--- src/slc_cfg.svh ---
`ifndef SLC_CFG_SVH
`define SLC_CFG_SVH

// Register indices; byte address is four times the index
`define SLC_IDX_LINK   6'h04
`define SLC_IDX_DRV    6'h05
`define SLC_IDX_RSV6   6'h06
`define SLC_IDX_RSV7   6'h07
`define SLC_IDX_FAULT  6'h08
`define SLC_IDX_IRQST  6'h09
`define SLC_IDX_IRQMSK 6'h0A

// Field positions
`define SLC_B_RUN      7
`define SLC_B_SLEEP    4
`define SLC_B_PSEL_HI  3
`define SLC_B_PSEL_LO  2
`define SLC_B_RXEN     1
`define SLC_B_TXEN     0
`define SLC_B_OMIT     7
`define SLC_B_BYP      6
`define SLC_B_SW_HI    5
`define SLC_B_SW_LO    4

// Reset values and the reserved swing code
`define SLC_RST_LINK   8'h03
`define SLC_RST_DRV    8'h70
`define SLC_RST_RSV6   8'h40
`define SLC_RST_RSV7   8'h22
`define SLC_FAULT_OK   2'h2
`define SLC_SWING_BAD  2'h0

// Interrupt status bits
`define SLC_EV_RXREADY 0
`define SLC_EV_FAULT   1

// Timing
`define SLC_CLK_NS     25
`define SLC_HOLD_NS    350000

`endif

--- src/slc_pkg.sv ---
package slc_pkg;
   typedef logic [7:0] slc_byte_t;
   typedef logic [1:0] slc_fault_t;
   typedef enum {SLC_PS_I2C, SLC_PS_UART, SLC_PS_OFF} slc_psel_t;
endpackage : slc_pkg
--- src/slc_hold_timer.sv ---
`timescale 1ns/1ps
`default_nettype none
module slc_hold_timer #(
   parameter int CYC = 14000
) (
   input  wire logic clk_i,
   input  wire logic rst_i,
   input  wire logic start_i,
   output logic      busy_o,
   output logic      done_o
);
   localparam int W = $clog2(CYC + 1);
   logic [W-1:0] cnt_r;
   logic [W-1:0] cnt_nxt;
   logic         done_r;
   logic         done_nxt;

   // A restart while counting reloads, so the hold always runs in full
   always_comb begin
      cnt_nxt  = cnt_r;
      done_nxt = 1'b0;
      if (start_i) begin
         cnt_nxt = W'(CYC);
      end else if (cnt_r != '0) begin
         cnt_nxt  = cnt_r - 1'b1;
         done_nxt = (cnt_r == W'(1));
      end
   end

   always_ff @(posedge clk_i) begin
      if (rst_i) begin
         cnt_r  <= '0;
         done_r <= 1'b0;
      end else begin
         cnt_r  <= cnt_nxt;
         done_r <= done_nxt;
      end
   end

   assign busy_o = (cnt_r != '0);
   assign done_o = done_r;
endmodule : slc_hold_timer
`default_nettype wire

--- src/slc_link_regs.sv ---
`timescale 1ns/1ps
`default_nettype none
`include "slc_cfg.svh"
module slc_link_regs #(
   parameter int HOLD_CYC =
      (`SLC_HOLD_NS + `SLC_CLK_NS - 1) / `SLC_CLK_NS
) (
   input  wire logic       clk_i,
   input  wire logic       rst_i,
   input  wire logic       wb_cyc_i,
   input  wire logic       wb_stb_i,
   input  wire logic       wb_we_i,
   input  wire logic [7:0] wb_adr_i,
   input  wire logic [3:0] wb_sel_i,
   input  wire logic [31:0] wb_dat_i,
   output logic [31:0]     wb_dat_o,
   output logic            wb_ack_o,
   input  wire logic       auto_start_pin_i,
   input  wire logic       channel_side_select_pin_i,
   input  wire logic [1:0] minus_wire_fault_i,
   input  wire logic [1:0] plus_wire_fault_i,
   output logic            link_run_enable_o,
   output logic            sleep_o,
   output logic            base_i2c_enable_o,
   output logic            base_uart_enable_o,
   output logic            back_channel_rx_enable_o,
   output logic            forward_channel_tx_enable_o,
   output logic            conversion_address_omit_o,
   output logic            jitter_filter_bypass_o,
   output logic [1:0]      driver_swing_select_o,
   output logic [3:0]      driver_emphasis_code_o,
   output logic            irq_o
);
   slc_pkg::slc_byte_t  ctl_r, ctl_nxt, drv_r, drv_nxt;
   slc_pkg::slc_byte_t  rsv6_r, rsv6_nxt, rsv7_r, rsv7_nxt;
   slc_pkg::slc_byte_t  sts_r, sts_nxt, msk_r, msk_nxt;
   slc_pkg::slc_fault_t mflt_r, mflt_nxt, pflt_r, pflt_nxt;
   logic        ack_r, ack_nxt, strap_r;
   logic [31:0] dat_r, dat_nxt;
   logic        wr, take, hold_start, hold_busy, hold_done;
   logic [5:0]  idx;
   slc_pkg::slc_byte_t  rd, wv;
   slc_pkg::slc_psel_t  psel;

   // Back-channel hold-off, restarted on every run/stop change
   slc_hold_timer #(
      .CYC     (HOLD_CYC)
   ) u_hold (
      .clk_i   (clk_i),
      .rst_i   (rst_i),
      .start_i (hold_start),
      .busy_o  (hold_busy),
      .done_o  (hold_done)
   );

   assign idx  = wb_adr_i[7:2];
   assign take = wb_cyc_i & wb_stb_i;
   // Write commits at the edge where the master sees ack
   assign wr   = take & wb_we_i & ack_r & wb_sel_i[0];
   assign wv   = wb_dat_i[7:0];

   // Register read mux; unmapped indices read zero
   always_comb begin
      case (idx)
         `SLC_IDX_LINK:   rd = ctl_r;
         `SLC_IDX_DRV:    rd = drv_r;
         `SLC_IDX_RSV6:   rd = rsv6_r;
         `SLC_IDX_RSV7:   rd = rsv7_r;
         `SLC_IDX_FAULT:  rd = {4'h0, mflt_r, pflt_r};
         `SLC_IDX_IRQST:  rd = sts_r;
         `SLC_IDX_IRQMSK: rd = msk_r;
         default:         rd = 8'h00;
      endcase
   end

   // Bus, register and interrupt state
   always_comb begin
      ctl_nxt  = ctl_r;
      drv_nxt  = drv_r;
      rsv6_nxt = rsv6_r;
      rsv7_nxt = rsv7_r;
      msk_nxt  = msk_r;
      sts_nxt  = sts_r;
      ack_nxt  = take & ~ack_r;
      dat_nxt  = ack_nxt ? {24'h000000, rd} : 32'h00000000;
      mflt_nxt = minus_wire_fault_i;
      pflt_nxt = plus_wire_fault_i;
      if (wr) begin
         case (idx)
            `SLC_IDX_LINK: ctl_nxt = wv;
            `SLC_IDX_DRV: begin
               drv_nxt[`SLC_B_OMIT] = wv[`SLC_B_OMIT];
               drv_nxt[`SLC_B_BYP]  = wv[`SLC_B_BYP];
               if (wv[`SLC_B_SW_HI:`SLC_B_SW_LO] != `SLC_SWING_BAD) begin
                  drv_nxt[`SLC_B_SW_HI:`SLC_B_SW_LO] =
                     wv[`SLC_B_SW_HI:`SLC_B_SW_LO];
               end
               if (!(wv[3:2] == 2'h1 && wv[1:0] != 2'h0)) begin
                  drv_nxt[3:0] = wv[3:0];
               end
            end
            `SLC_IDX_RSV6:   rsv6_nxt = wv;
            `SLC_IDX_RSV7:   rsv7_nxt = wv;
            `SLC_IDX_IRQST:  sts_nxt  = sts_r & ~wv;
            `SLC_IDX_IRQMSK: msk_nxt  = wv;
            default: ;
         endcase
      end
      // strap levels caught once after reset release
      if (strap_r) begin
         ctl_nxt[`SLC_B_RUN]   = ~auto_start_pin_i;
         ctl_nxt[`SLC_B_SLEEP] = auto_start_pin_i &
                                 channel_side_select_pin_i;
      end
      // Events set after the clear so a coincident event wins
      if (hold_done) begin
         sts_nxt[`SLC_EV_RXREADY] = 1'b1;
      end
      if (mflt_nxt != mflt_r || pflt_nxt != pflt_r) begin
         sts_nxt[`SLC_EV_FAULT] = 1'b1;
      end
   end

   assign hold_start = (ctl_nxt[`SLC_B_RUN] != ctl_r[`SLC_B_RUN]);

   always_ff @(posedge clk_i) begin
      if (rst_i) begin
         ctl_r   <= `SLC_RST_LINK;
         drv_r   <= `SLC_RST_DRV;
         rsv6_r  <= `SLC_RST_RSV6;
         rsv7_r  <= `SLC_RST_RSV7;
         sts_r   <= 8'h00;
         msk_r   <= 8'h00;
         mflt_r  <= `SLC_FAULT_OK;
         pflt_r  <= `SLC_FAULT_OK;
         ack_r   <= 1'b0;
         dat_r   <= 32'h00000000;
         strap_r <= 1'b1;
      end else begin
         ctl_r   <= ctl_nxt;
         drv_r   <= drv_nxt;
         rsv6_r  <= rsv6_nxt;
         rsv7_r  <= rsv7_nxt;
         sts_r   <= sts_nxt;
         msk_r   <= msk_nxt;
         mflt_r  <= mflt_nxt;
         pflt_r  <= pflt_nxt;
         ack_r   <= ack_nxt;
         dat_r   <= dat_nxt;
         strap_r <= 1'b0;
      end
   end

   assign wb_ack_o = ack_r;
   assign wb_dat_o = dat_r;

   // Peripheral selection decode
   always_comb begin
      case (ctl_nxt[`SLC_B_PSEL_HI:`SLC_B_PSEL_LO])
         2'h0:    psel = slc_pkg::SLC_PS_I2C;
         2'h1:    psel = slc_pkg::SLC_PS_UART;
         default: psel = slc_pkg::SLC_PS_OFF;
      endcase
   end

   // Outputs registered from the next-state values
   logic o_run, o_slp, o_i2c, o_uart, o_rx, o_tx, o_omit, o_byp, o_irq;
   logic [1:0] o_sw;
   logic [3:0] o_em;
   always_comb begin
      o_run  = ctl_nxt[`SLC_B_RUN];
      o_slp  = ctl_nxt[`SLC_B_SLEEP];
      o_i2c  = (psel == slc_pkg::SLC_PS_I2C);
      o_uart = (psel == slc_pkg::SLC_PS_UART);
      // receive gated by bit and hold-off
      o_rx   = ctl_nxt[`SLC_B_RXEN] & ~hold_start & ~hold_busy;
      o_tx   = ctl_nxt[`SLC_B_TXEN];
      o_omit = drv_nxt[`SLC_B_OMIT];
      o_byp  = drv_nxt[`SLC_B_BYP];
      o_sw   = drv_nxt[`SLC_B_SW_HI:`SLC_B_SW_LO];
      o_em   = drv_nxt[3:0];
      o_irq  = |(sts_nxt & msk_nxt);
   end

   always_ff @(posedge clk_i) begin
      if (rst_i) begin
         link_run_enable_o           <= 1'b0;
         sleep_o                     <= 1'b0;
         base_i2c_enable_o           <= 1'b0;
         base_uart_enable_o          <= 1'b0;
         back_channel_rx_enable_o    <= 1'b0;
         forward_channel_tx_enable_o <= 1'b0;
         conversion_address_omit_o   <= 1'b0;
         jitter_filter_bypass_o      <= 1'b1;
         driver_swing_select_o       <= 2'h3;
         driver_emphasis_code_o      <= 4'h0;
         irq_o                       <= 1'b0;
      end else begin
         link_run_enable_o           <= o_run;
         sleep_o                     <= o_slp;
         base_i2c_enable_o           <= o_i2c;
         base_uart_enable_o          <= o_uart;
         back_channel_rx_enable_o    <= o_rx;
         forward_channel_tx_enable_o <= o_tx;
         conversion_address_omit_o   <= o_omit;
         jitter_filter_bypass_o      <= o_byp;
         driver_swing_select_o       <= o_sw;
         driver_emphasis_code_o      <= o_em;
         irq_o                       <= o_irq;
      end
   end
endmodule : slc_link_regs
`default_nettype wire

--- config.mk ---
export PLATFORM = sky130hd
export DESIGN_NAME = slc_link_regs
export DESIGN_NICKNAME = d
export VERILOG_FILES = /design/src/slc_pkg.sv /design/src/slc_hold_timer.sv /design/src/slc_link_regs.sv
export VERILOG_INCLUDE_DIRS = /design/src
export SDC_FILE = /design/constraint.sdc
export NUM_CORES = 1
export LEC_CHECK = 0
export ABC_AREA = 1
export BUFFER_PORTS_ARGS = -buffer_cell sky130_fd_sc_hd__buf_2
export CAP_MARGIN = 40
export CORE_MARGIN = 8
export CORE_UTILIZATION = 48
export CTS_CLUSTER_DIAMETER = 200
export DETAILED_ROUTE_END_ITERATION = 16
export GPL_TIMING_DRIVEN = 0
export PLACE_DENSITY = 0.81
export REMOVE_ABC_BUFFERS = 1
export SLEW_MARGIN = 20
export SYNTH_ARGS = -nofsm -noshare
export SYNTH_HDL_FRONTEND = slang
export SYNTH_SLANG_ARGS = --single-unit
export TNS_END_PERCENT = 100
--- constraint.sdc ---
create_clock -name clk_i -period 1.6 [get_ports clk_i]
set_input_delay 0.16 -clock clk_i [delete_from_list [all_inputs] [get_ports clk_i]]
set_output_delay 0.16 -clock clk_i [all_outputs]
set_load 0.03 [all_outputs]
==> summary.md, run 1 <==
| Metric | Value |
|---|---|
| Status | `complete, but fails checks` |
| Failing checks | `negative setup slack` |
| Setup TNS | `-0.0660 ns` |
| Placed wire-length estimate | `7150 um` |
| CTS Sinks | `82` |
| Data arrival, critical path | `1.91 ns` |
| Total CTS buffers | `9` |
| Antenna violations before repair | `0` |
| Skew final | `0.00741 ns` |
| GRT Residual Overflow | `0` |
| Yosys cell types | `38` |
| Vias in the first global route | `3663` |
| Commonest non-fill, non-tap cell in the layout | `nand2_1` |
| Via count | `3810` |
| Yosys top cell area share | `40.8%` |
| Final nets | `674` |
| Max-slew violations | `0` |
| Core box area | `8180 um^2` |
| P_leak | `2.32 nW` |
| Synth Register Bits | `82` |
| GR Util All Layers | `17.5%` |
| Routed Antenna Nets | `0` |
| Dominant cell type by area after synthesis | `dfxtp_1` |
| Post-synthesis adder-cell area fraction | `0.932%` |
| GPL Wtd Cong | `0.880` |
| Max FO, Critical Path | `13` |
| WL final | `10600 um` |
| Min Hold Slack | `0.0109 ns` |
| CP startpoint kind | `register` |
| Most frequent cells in the layout | `126 x nand2_1, 79 x dfxtp_1, 55 x nor2_1` |
| Layout cells sized above 1 | `23.2%` |
| Worst Tran Pin Value | `0.646 ns` |
| CP Data Required Time | `1.85 ns` |
| RSZ-0062 raised after global routing | `true` |
| F_max | `600 MHz` |
| Num ports | `103` |
| Worst hold path type | `input pin to register` |
| Die Span X | `108 um` |
| Port Buf Inserts | `49` |
| CTS tree | `built` |
| Mean area per synthesized cell | `7.33 um^2` |
| Xor and xnor area share after synthesis | `1.52%` |
| Max_slew headroom | `56.9%` |
| Synth area leaders | `dfxtp_1 41%, nand2_1 12%, nor2_1 5.8%` |
| CTS max path bufs | `2` |
| Compound-Gate Fraction of Synth Area | `10.7%` |
| Post-DP Area | `4250 um^2` |
| Post-synthesis sequential area ratio | `40.8%` |
| Worst Slack Setup Final | `-0.0660 ns` |
| Root Driver | `clkbuf_8` |
| First-pass GRT wire length | `16400 um` |
| Proportion of synthesized area in mux cells | `0.249%` |
| Main combinational cell family by area after synthesis | `simple AND/OR/NAND/NOR gates` |
| Power Density | `1030 nW/um^2` |
| H-tree depth | `3` |
| Number of placement rows | `33` |
| Critical path endpoint category | `register` |
| DRC errors left | `0` |
| WL/cell | `14.5 um` |
| Via/cell ratio | `5.25` |
| Initial core utilization | `49.3%` |
| FF-to-FF setup slack | `-0.07 ns` |
| Register-to-Register Path Depth | `7` |
| Placed insts | `691` |
| Full die area | `11600 um^2` |
| Largest net degree at the start of global routing | `34` |
| Min Tclk post-route | `1.67 ns` |
| Syn Inst Count | `549` |
| Post-Syn Area | `4030 um^2` |
| Pre-antenna DRT Iters | `5` |
| Clock transition at path regs | `0.09 ns` |
| DRT iter0 DRCs | `223` |
| Synth warn | `0` |
| Antenna cells | `0` |
| Finished Cell Area | `4780 um^2` |
| Hold-critical path depth | `3` |
| Period utilisation layout | `104%` |
| Final Core Density | `58.5%` |
| Die H | `108 um` |
| Synth Area in Simple Gates | `34.1%` |
| Worst-Skew Late Latency | `0.36 ns` |
| Setup violations, final | `1` |
| Final hold viol count | `0` |
| Non-Filler Instances | `726` |
| Worst vdd ir | `0.664 mV` |
| Critical path class | `register to register` |
| Setup slack at placement | `-0.336 ns` |
| Overall Power | `4.95 mW` |
| # Max-Cap Violations | `0` |
| Area growth, synth to finish | `18.8%` |
==> registers in the layout, summed over array words and instances, names as in the netlist, 2 cells and up <==
signal        count
sts_r             8
drv_r             8
u_hold.cnt_r     14
mflt_r            2
rsv6_r            8
wb_dat_o          8
msk_r             8
rsv7_r            8
pflt_r            2
ctl_r             8
==> final timing paths <==
check,startpoint,end
max reg2reg,wb_ack_o$_SDFF_PP0_,rsv6_r[5]$_SDFFE_PP0P_
min reg2reg,rsv6_r[6]$_SDFFE_PP1P_,rsv6_r[6]$_SDFFE_PP1P_
min,minus_wire_fault_i[1],mflt_r[1]$_SDFF_PP1_
max,wb_ack_o$_SDFF_PP0_,rsv6_r[5]$_SDFFE_PP0P_
==> timing repair <==
item | in CTS | in global routing
hold buffers | 1 | 0
setup buffers | 4 | 11
resized for setup | 8 | 30
hold endpoints to repair | 1 | 0
cloned | 1 | 2
setup endpoints to repair | 36 | 31
pin swaps | 4 | 13
==> layer usage <==
metal | GRT usage (%) | vias to the layer above | wire [um]
li1 | - | 1851 | -
met1 | 18.0 | 1755 | 3950
met2 | 31.3 | 167 | 5390
met3 | 5.81 | 37 | 874
met4 | 8.52 | 0 | 342
met5 | 0 | - | 0
==> critical path, stage by stage (launching register included) <==
cell and delay [ns]:
dfxtp_2 0.37, nand3_4 0.10, nor2_8 0.17, inv_4 0.08
nor2_2 0.37, inv_1 0.17, nor2_1 0.19, nor2_1 0.09
==> cell type report <==
class | count | area [um^2]
clock buffer | 9 | 124
clock inverter | 7 | 109
fill | 733 | 3390
inverter | 58 | 220
multi-input combinational | 399 | 2140
sequential | 82 | 1650
tap | 105 | 131
timing repair buffer | 66 | 410
==> cells by family after synthesis <==
family / count (synthesis)
and+or+nand+nor: 282
buffers and inverters: 94
DFF: 82
AOI/OAI and AO/OA: 79
xor gates and xnor gates: 7
adders and majority gates: 3
other: 1
muxes: 1
==> synthesized netlist by cell type <==
| cell | count |
|---|---|
| nand2_1 | 132 |
| dfxtp_1 | 82 |
| nor2_1 | 62 |
| inv_1 | 54 |
| a21oi_1 | 42 |
| nand3_1 | 41 |
| buf_4 | 26 |
| o21ai_0 | 25 |
| nor2_2 | 7 |
| clkbuf_1 | 6 |
| nor2_4 | 6 |
| xor2_1 | 5 |
| nand2_2 | 4 |
| nand2_4 | 4 |
| nand3b_1 | 4 |
| nor3_1 | 4 |
| or2_2 | 4 |
| a221oi_1 | 3 |
| ha_1 | 3 |
| nand3_4 | 3 |
| nand4_1 | 3 |
| nor2_8 | 3 |
| nor3_2 | 3 |
| a31oi_1 | 2 |
| a41oi_1 | 2 |
| buf_2 | 2 |
| buf_6 | 2 |
| inv_2 | 2 |
| nand3_2 | 2 |
| o211ai_1 | 2 |
| xnor2_1 | 2 |
| a211oi_1 | 1 |
| a22o_1 | 1 |
| a22oi_1 | 1 |
| clkinv_1 | 1 |
| conb_1 | 1 |
| inv_4 | 1 |
| mux2i_1 | 1 |
==> report_power, final <==
group	total [mW]	internal (mW)	switching (mW)
Clock	1.74	0.914	0.825
Sequential	2.23	2.13	0.106
Combinational	0.978	0.344	0.634
Total	4.95	3.39	1.57
(Power assumes the default switching activity.)
==> inputs of run 2 (changes only) <==
--- a/config.mk
+++ b/config.mk
@@ -16,6 +16,7 @@
 export GPL_TIMING_DRIVEN = 0
 export PLACE_DENSITY = 0.81
 export REMOVE_ABC_BUFFERS = 1
+export SKIP_CTS_REPAIR_TIMING = 1
 export SLEW_MARGIN = 20
 export SYNTH_ARGS = -nofsm -noshare
 export SYNTH_HDL_FRONTEND = slang
==> run 2 against run 1 <==
The run ends with negative hold slack, negative setup slack left; first-iteration DRC count is 2.2% higher; cell area is 0.34% lower; power is 0.31% lower; core utilization is 0.20 points lower; die area stayed put; sequential share of layout area is 0.091 points higher; cell count is 0.14% lower; global-route usage is 0.58 points lower; combinational power is 2% lower; sequential cell count stayed put; via count hardly changed; largest power group unchanged; highest routed layer unchanged.
==> summary.md, run 2 (synthesis results as in run 1) <==
| Metric | Value |
|---|---|
| Max-slew violations | `0 (unchanged)` |
| CTS max path bufs | `2 (unchanged)` |
| Min Tclk post-route | `1.69 ns (+0.0239 ns)` |
| Core box area | `8180 um^2 (unchanged)` |
| GR Util All Layers | `17.0% (-0.58 points)` |
| Power Density | `1040 nW/um^2 (about the same)` |
| Area growth, synth to finish | `18.4%` |
| Initial core utilization | `49.3% (unchanged)` |
| P_leak | `2.33 nW (+0.24%)` |
| Largest register by flop count | `u_hold.cnt_r` |
| RSZ-0062 raised after global routing | `true` |
| M3 GR Usage | `5.87% (+0.060 points)` |
| Fillers | `717 (-2.2%)` |
| Period utilisation layout | `106% (+1.5 points)` |
| Clock transition at path regs | `0.09 ns (about the same)` |
| Setup slack at placement | `-0.336 ns (unchanged)` |
| H-tree depth | `3 (unchanged)` |
| Vias in the first global route | `3529 (-3.7%)` |
| Via count | `3812 (+0.052%)` |
| GRT busiest layer | `met2` |
| Top delay family on crit path | `simple AND/OR/NAND/NOR gates` |
| Max_slew headroom | `56.6% (-0.33 points)` |
| Finished Cell Area | `4770 um^2 (-0.34%)` |
| Largest net degree at the start of global routing | `34 (unchanged)` |
| DRT iter0 DRCs | `228 (+2.2%)` |
| Routed Antenna Nets | `0 (unchanged)` |
| Largest stage delay, worst path | `0.38 ns (about the same)` |
| Number of placement rows | `33 (unchanged)` |
| Root Driver | `clkbuf_8` |
| Slowest cell on crit path | `nor2_2` |
| Setup violations, final | `13 (+12)` |
| First-pass GRT wire length | `15800 um (-3.2%)` |
| DRC errors left | `0 (unchanged)` |
| Worst path cell trace | `nand3_4, nor2_8, inv_4, nor2_2, inv_1, nor2_1, nor2_1` |
| Global routing usage on met1 | `17.8% (-0.22 points)` |
| F_max | `592 MHz (-1.4%)` |
| WL final | `10600 um (about the same)` |
| Overall Power | `4.94 mW (-0.31%)` |
| Antenna cells | `0 (unchanged)` |
| Layout cells sized above 1 | `23.2% (+0.037 points)` |
| Data arrival, critical path | `1.95 ns (+0.04 ns)` |
| Max reg flops | `14 (unchanged)` |
| Worst vdd ir | `0.679 mV (+2.2%)` |
| Final hold viol count | `1 (+1)` |
| Die H | `108 um (unchanged)` |
| Num ports | `103 (unchanged)` |
| CTS Sinks | `82 (unchanged)` |
| Critical path endpoint category | `register` |
| Via/cell ratio | `5.26 (+0.19%)` |
| GR Util met2 | `29.9% (-1.4 points)` |
| WL/cell | `14.6 um (+0.15%)` |
| Max FO, Critical Path | `13 (unchanged)` |
| # Max-Cap Violations | `0 (unchanged)` |
| Full die area | `11600 um^2 (unchanged)` |
| Final nets | `673 (-0.15%)` |
| Die Span X | `108 um (unchanged)` |
| Pre-antenna DRT Iters | `5 (unchanged)` |
| Failing checks | `negative hold slack, negative setup slack` |
| GPL Wtd Cong | `0.880 (unchanged)` |
| Most frequent CP cell | `nor2_1` |
| Critical path class | `register to register` |
| Worst hold path type | `input pin to register` |
| Antenna violations before repair | `0 (unchanged)` |
| Min Hold Slack | `-0.000480 ns (-0.0113 ns)` |
| Commonest non-fill, non-tap cell in the layout | `nand2_1` |
| CP Data Required Time | `1.86 ns (about the same)` |
| Worst-Skew Late Latency | `0.37 ns (about the same)` |
| Placed wire-length estimate | `7150 um (unchanged)` |
| Most frequent cells in the layout | `125 x nand2_1, 80 x dfxtp_1, 55 x nor2_1` |
| Worst Slack Setup Final | `-0.0899 ns (-0.0239 ns)` |
| CP startpoint kind | `register` |
| Total CTS buffers | `9 (unchanged)` |
| Skew final | `0.00879 ns (+0.00137 ns)` |
| Final Core Density | `58.3% (-0.20 points)` |
| Port Buf Inserts | `49 (unchanged)` |
| GRT Residual Overflow | `0 (unchanged)` |
| CTS tree | `built` |
| Post-DP Area | `4250 um^2 (unchanged)` |
| Status | `complete, but fails checks` |
| Worst Tran Pin Value | `0.651 ns (+0.00500 ns)` |
| Buf+Inv Stages, Crit Path | `2 (unchanged)` |
run 2: routing by layer:
metal | vias to the layer above | part of all wire, %
li1 | 1846 | -
met1 | 1761 | 38
met2 | 177 | 51
met3 | 28 | 8.3
met4 | 0 | 2.4
met5 | - | 0
run 2: worst min-delay path, cell delays in order:
cell and delay (ns):
buf_2 0.09, inv_1 0.04, nand2_1 0.05
run 2: path summary, 6_finish.rpt:
check	from	to	slack (ns)	depth (start not counted)
setup / recovery	wb_ack_o$_SDFF_PP0_	rsv6_r[2]$_SDFFE_PP0P_	-0.09	7
hold / removal	plus_wire_fault_i[1]	pflt_r[1]$_SDFF_PP1_	-0.0005	3
setup reg to reg	wb_ack_o$_SDFF_PP0_	rsv6_r[2]$_SDFFE_PP0P_	-0.09	7
hold reg to reg	sts_r[4]$_SDFF_PP0_	sts_r[4]$_SDFF_PP0_	0.48	2
run 2: power by group:
| group | internal [mW] | total [mW] | switching (mW) |
|---|---|---|---|
| logic | 0.328 | 0.960 | 0.631 |
| registers | 2.13 | 2.23 | 0.105 |
| clock network | 0.914 | 1.74 | 0.830 |
run 2: final cells by class:
| class | count | area, um^2 | share of cell area, % |
|---|---|---|---|
| multi-input combinational | 399 | 2150 | 45.0 |
| sequential | 82 | 1640 | 34.5 |
| timing repair buffer | 65 | 393 | 8.24 |
| inverter | 58 | 220 | 4.62 |
| tap | 105 | 131 | 2.76 |
| clock buffer | 9 | 124 | 2.60 |
| clock inverter | 7 | 109 | 2.28 |
run 2: through the flow:
stage,hold slack [ns],instances,setup TNS (ns)
5_1_grt,0.00123,725,-2.42
3_3_place_gp,0.371,690,-7.97
6_report,-0.000480,725,-0.403
4_1_cts,-0.00498,707,-6.18
2_1_floorplan,0.188,536,-4.39
3_5_place_dp,0.381,691,-6.06
==> inputs of run 3 (changes only) <==
--- a/config.mk
+++ b/config.mk
@@ -9,7 +9,6 @@
 export ABC_AREA = 1
 export BUFFER_PORTS_ARGS = -buffer_cell sky130_fd_sc_hd__buf_2
 export CAP_MARGIN = 40
-export CORE_MARGIN = 8
 export CORE_UTILIZATION = 48
 export CTS_CLUSTER_DIAMETER = 200
 export DETAILED_ROUTE_END_ITERATION = 16
==> run 3 against run 2 <==
The run still ends with negative hold slack, negative setup slack left; critical path type unchanged; combinational power is 4% higher; die area is 24% lower; critical path depth stayed put; global-route usage is 4.7 points higher; highest routed layer unchanged; clock power is 16% lower; power is 4.7% lower; largest power group unchanged; largest cell class unchanged; clock-buffer cell count is 1 higher; critical endpoint is now u_hold.cnt_r[6]$_SDFFE_PP0P_.
==> summary.md, run 3 (synthesis results as in run 1) <==
| Metric | Value |
|---|---|
| F_max | `619 MHz (+4.6%)` |
| Pre-antenna DRT Iters | `5 (unchanged)` |
| Via count | `3825 (+0.34%)` |
| Min Tclk post-route | `1.62 ns (-0.0739 ns)` |
| Register-to-Register Path Depth | `7 (unchanged)` |
| RR Endpoint | `u_hold.cnt_r[6]$_SDFFE_PP0P_` |
| Num ports | `103 (unchanged)` |
| GPL Wtd Cong | `0.870 (-1.2%)` |
| Critical path endpoint category | `register` |
| Data arrival, critical path | `1.87 ns (-0.08 ns)` |
| Via/cell ratio | `5.27 (+0.20%)` |
| Power Density | `984 nW/um^2 (-4.9%)` |
| CTS Sinks | `82 (unchanged)` |
| Layout cells sized above 1 | `24.2% (+0.93 points)` |
| GR Util All Layers | `21.7% (+4.7 points)` |
| Overall Power | `4.70 mW (-4.7%)` |
| Routed Antenna Nets | `0 (unchanged)` |
| Commonest non-fill, non-tap cell in the layout | `nand2_1` |
| CP Data Required Time | `1.85 ns (about the same)` |
| Root Driver | `clkbuf_8` |
| Period utilisation layout | `101% (-4.6 points)` |
| R2r startpoint | `u_hold.cnt_r[9]$_SDFFE_PP0P_` |
| Antenna violations before repair | `0 (unchanged)` |
| Post-DP Area | `4270 um^2 (+0.29%)` |
| Worst Slack Setup Final | `-0.0160 ns (+0.0739 ns)` |
| Full die area | `8760 um^2 (-24%)` |
| Status | `complete, but fails checks` |
| Initial core utilization | `49.3% (unchanged)` |
| P_leak | `2.32 nW (-0.59%)` |
| CP Capture Point | `u_hold.cnt_r[6]$_SDFFE_PP0P_` |
| DRT iter0 DRCs | `228 (unchanged)` |
| Worst Tran Pin Value | `0.662 ns (+0.0105 ns)` |
| RSZ-0062 raised after global routing | `true` |
| CTS max path bufs | `2 (unchanged)` |
| CTS tree | `built` |
| First-pass GRT wire length | `14900 um (-6.0%)` |
| CP startpoint kind | `register` |
| Most frequent cells in the layout | `124 x nand2_1, 79 x dfxtp_1, 56 x nor2_1` |
| Fillers | `718 (+0.14%)` |
| Worst hold path type | `input pin to register` |
| Skew final | `0.0195 ns (+0.0107 ns)` |
| FF-to-FF setup slack | `-0.02 ns (+0.07 ns)` |
| Largest register by flop count | `u_hold.cnt_r` |
| Area growth, synth to finish | `18.6%` |
| Worst-Skew Late Latency | `0.37 ns (about the same)` |
| H-tree depth | `3 (unchanged)` |
| Die H | `93.6 um (-13%)` |
| Worst vdd ir | `0.602 mV (-11%)` |
| Die Span X | `93.6 um (-13%)` |
| GRT Residual Overflow | `0 (unchanged)` |
| Core box area | `8180 um^2 (unchanged)` |
| Min Hold Slack | `-0.00317 ns (-0.00269 ns)` |
| Final Core Density | `58.4% (+0.11 points)` |
| Final nets | `674 (+0.15%)` |
| # Max-Cap Violations | `0 (unchanged)` |
| Final hold viol count | `1 (unchanged)` |
| Max reg flops | `14 (unchanged)` |
| Critical path class | `register to register` |
| Largest net degree at the start of global routing | `34 (unchanged)` |
| Vias in the first global route | `3307 (-6.3%)` |
| WL/cell | `13.7 um (-6.1%)` |
| Crit path from | `u_hold.cnt_r[9]$_SDFFE_PP0P_` |
| Failing checks | `negative hold slack, negative setup slack` |
| Finished Cell Area | `4780 um^2 (+0.18%)` |
| Total CTS buffers | `9 (unchanged)` |
| Max-slew violations | `0 (unchanged)` |
| Number of placement rows | `33 (unchanged)` |
| Setup violations, final | `3 (-10)` |
| WL final | `9930 um (-6.0%)` |
| Max_slew headroom | `55.9% (-0.70 points)` |
| Port Buf Inserts | `49 (unchanged)` |
| Placed wire-length estimate | `6520 um (-8.8%)` |
| Antenna cells | `0 (unchanged)` |
| Clock transition at path regs | `0.09 ns (about the same)` |
| Max FO, Critical Path | `8 (-5)` |
| DRC errors left | `0 (unchanged)` |
| Setup TNS | `-0.0290 ns (+0.374 ns)` |
[run 3: cell count changes in the layout (fill, tap and decap cells not counted), moves of 2 or more]
| cell | previous run | this run |
|---|---|---|
| nand2_2 | 8 | 10 |
| nor2_4 | 7 | 9 |
| o21ai_1 | 3 | 1 |
| buf_6 | 2 | 4 |
| bufinv_16 | 2 | 0 |
| buf_4 | 12 | 10 |
| nor2_2 | 13 | 10 |
| clkinv_2 | 0 | 2 |
[run 3: worst max-delay path, cell delays in order (launching register included)]
cell and delay (ns):
dfxtp_1 0.36, nor2_2 0.18, nand2_2 0.11, nor3_4 0.31, nand3_4 0.17, nand3_1 0.12, xor2_1 0.19, nor2_2 0.04
[run 3: worst min-delay path by stage]
stage / from / end / slack, ns / cells after the start
after floorplan: rst_i / strap_r$_DFF_P_ / 0.19 / 0
after global placement: minus_wire_fault_i[1] / mflt_r[1]$_SDFF_PP1_ / 0.37 / 3
after detailed placement: plus_wire_fault_i[1] / pflt_r[1]$_SDFF_PP1_ / 0.38 / 3
after CTS: plus_wire_fault_i[1] / pflt_r[1]$_SDFF_PP1_ / -0.005 / 3
after global routing: plus_wire_fault_i[1] / pflt_r[1]$_SDFF_PP1_ / 0.02 / 3
final: plus_wire_fault_i[1] / pflt_r[1]$_SDFF_PP1_ / -0.003 / 3
[run 3: per-stage QoR]
step | cells | setup WS, ns
floorplan | 536 | -0.245
global placement | 690 | -0.417
detailed placement | 691 | -0.380
CTS | 707 | -0.418
global route | 726 | -0.0980
finish | 726 | -0.0160
[run 3: final cells by class]
cell class | count | area [um^2] | share of cell area (%)
flip-flops and latches | 82 | 1650 | 34.4
repair buffers | 66 | 428 | 8.96
clock inverters | 6 | 47.5 | 0.995
multi-input cells | 399 | 2160 | 45.3
well taps | 105 | 131 | 2.75
clock buffers | 10 | 138 | 2.88
inverters | 58 | 223 | 4.66
[run 3: power breakdown]
part | leakage (nW) | internal, mW | switching (mW)
logic | 1.55 | 0.367 | 0.638
clock network | 0.0989 | 0.626 | 0.841
registers | 0.668 | 2.13 | 0.102
[run 3: metal layers]
layer / global-route usage, % / vias to the layer above / part of all wire, %
met5: 0 / - / 0
met4: 5.77 / 0 / 1.6
met3: 5.77 / 23 / 8.2
met2: 38.7 / 189 / 51
met1: 25.6 / 1765 / 39
li1: - / 1848 / -
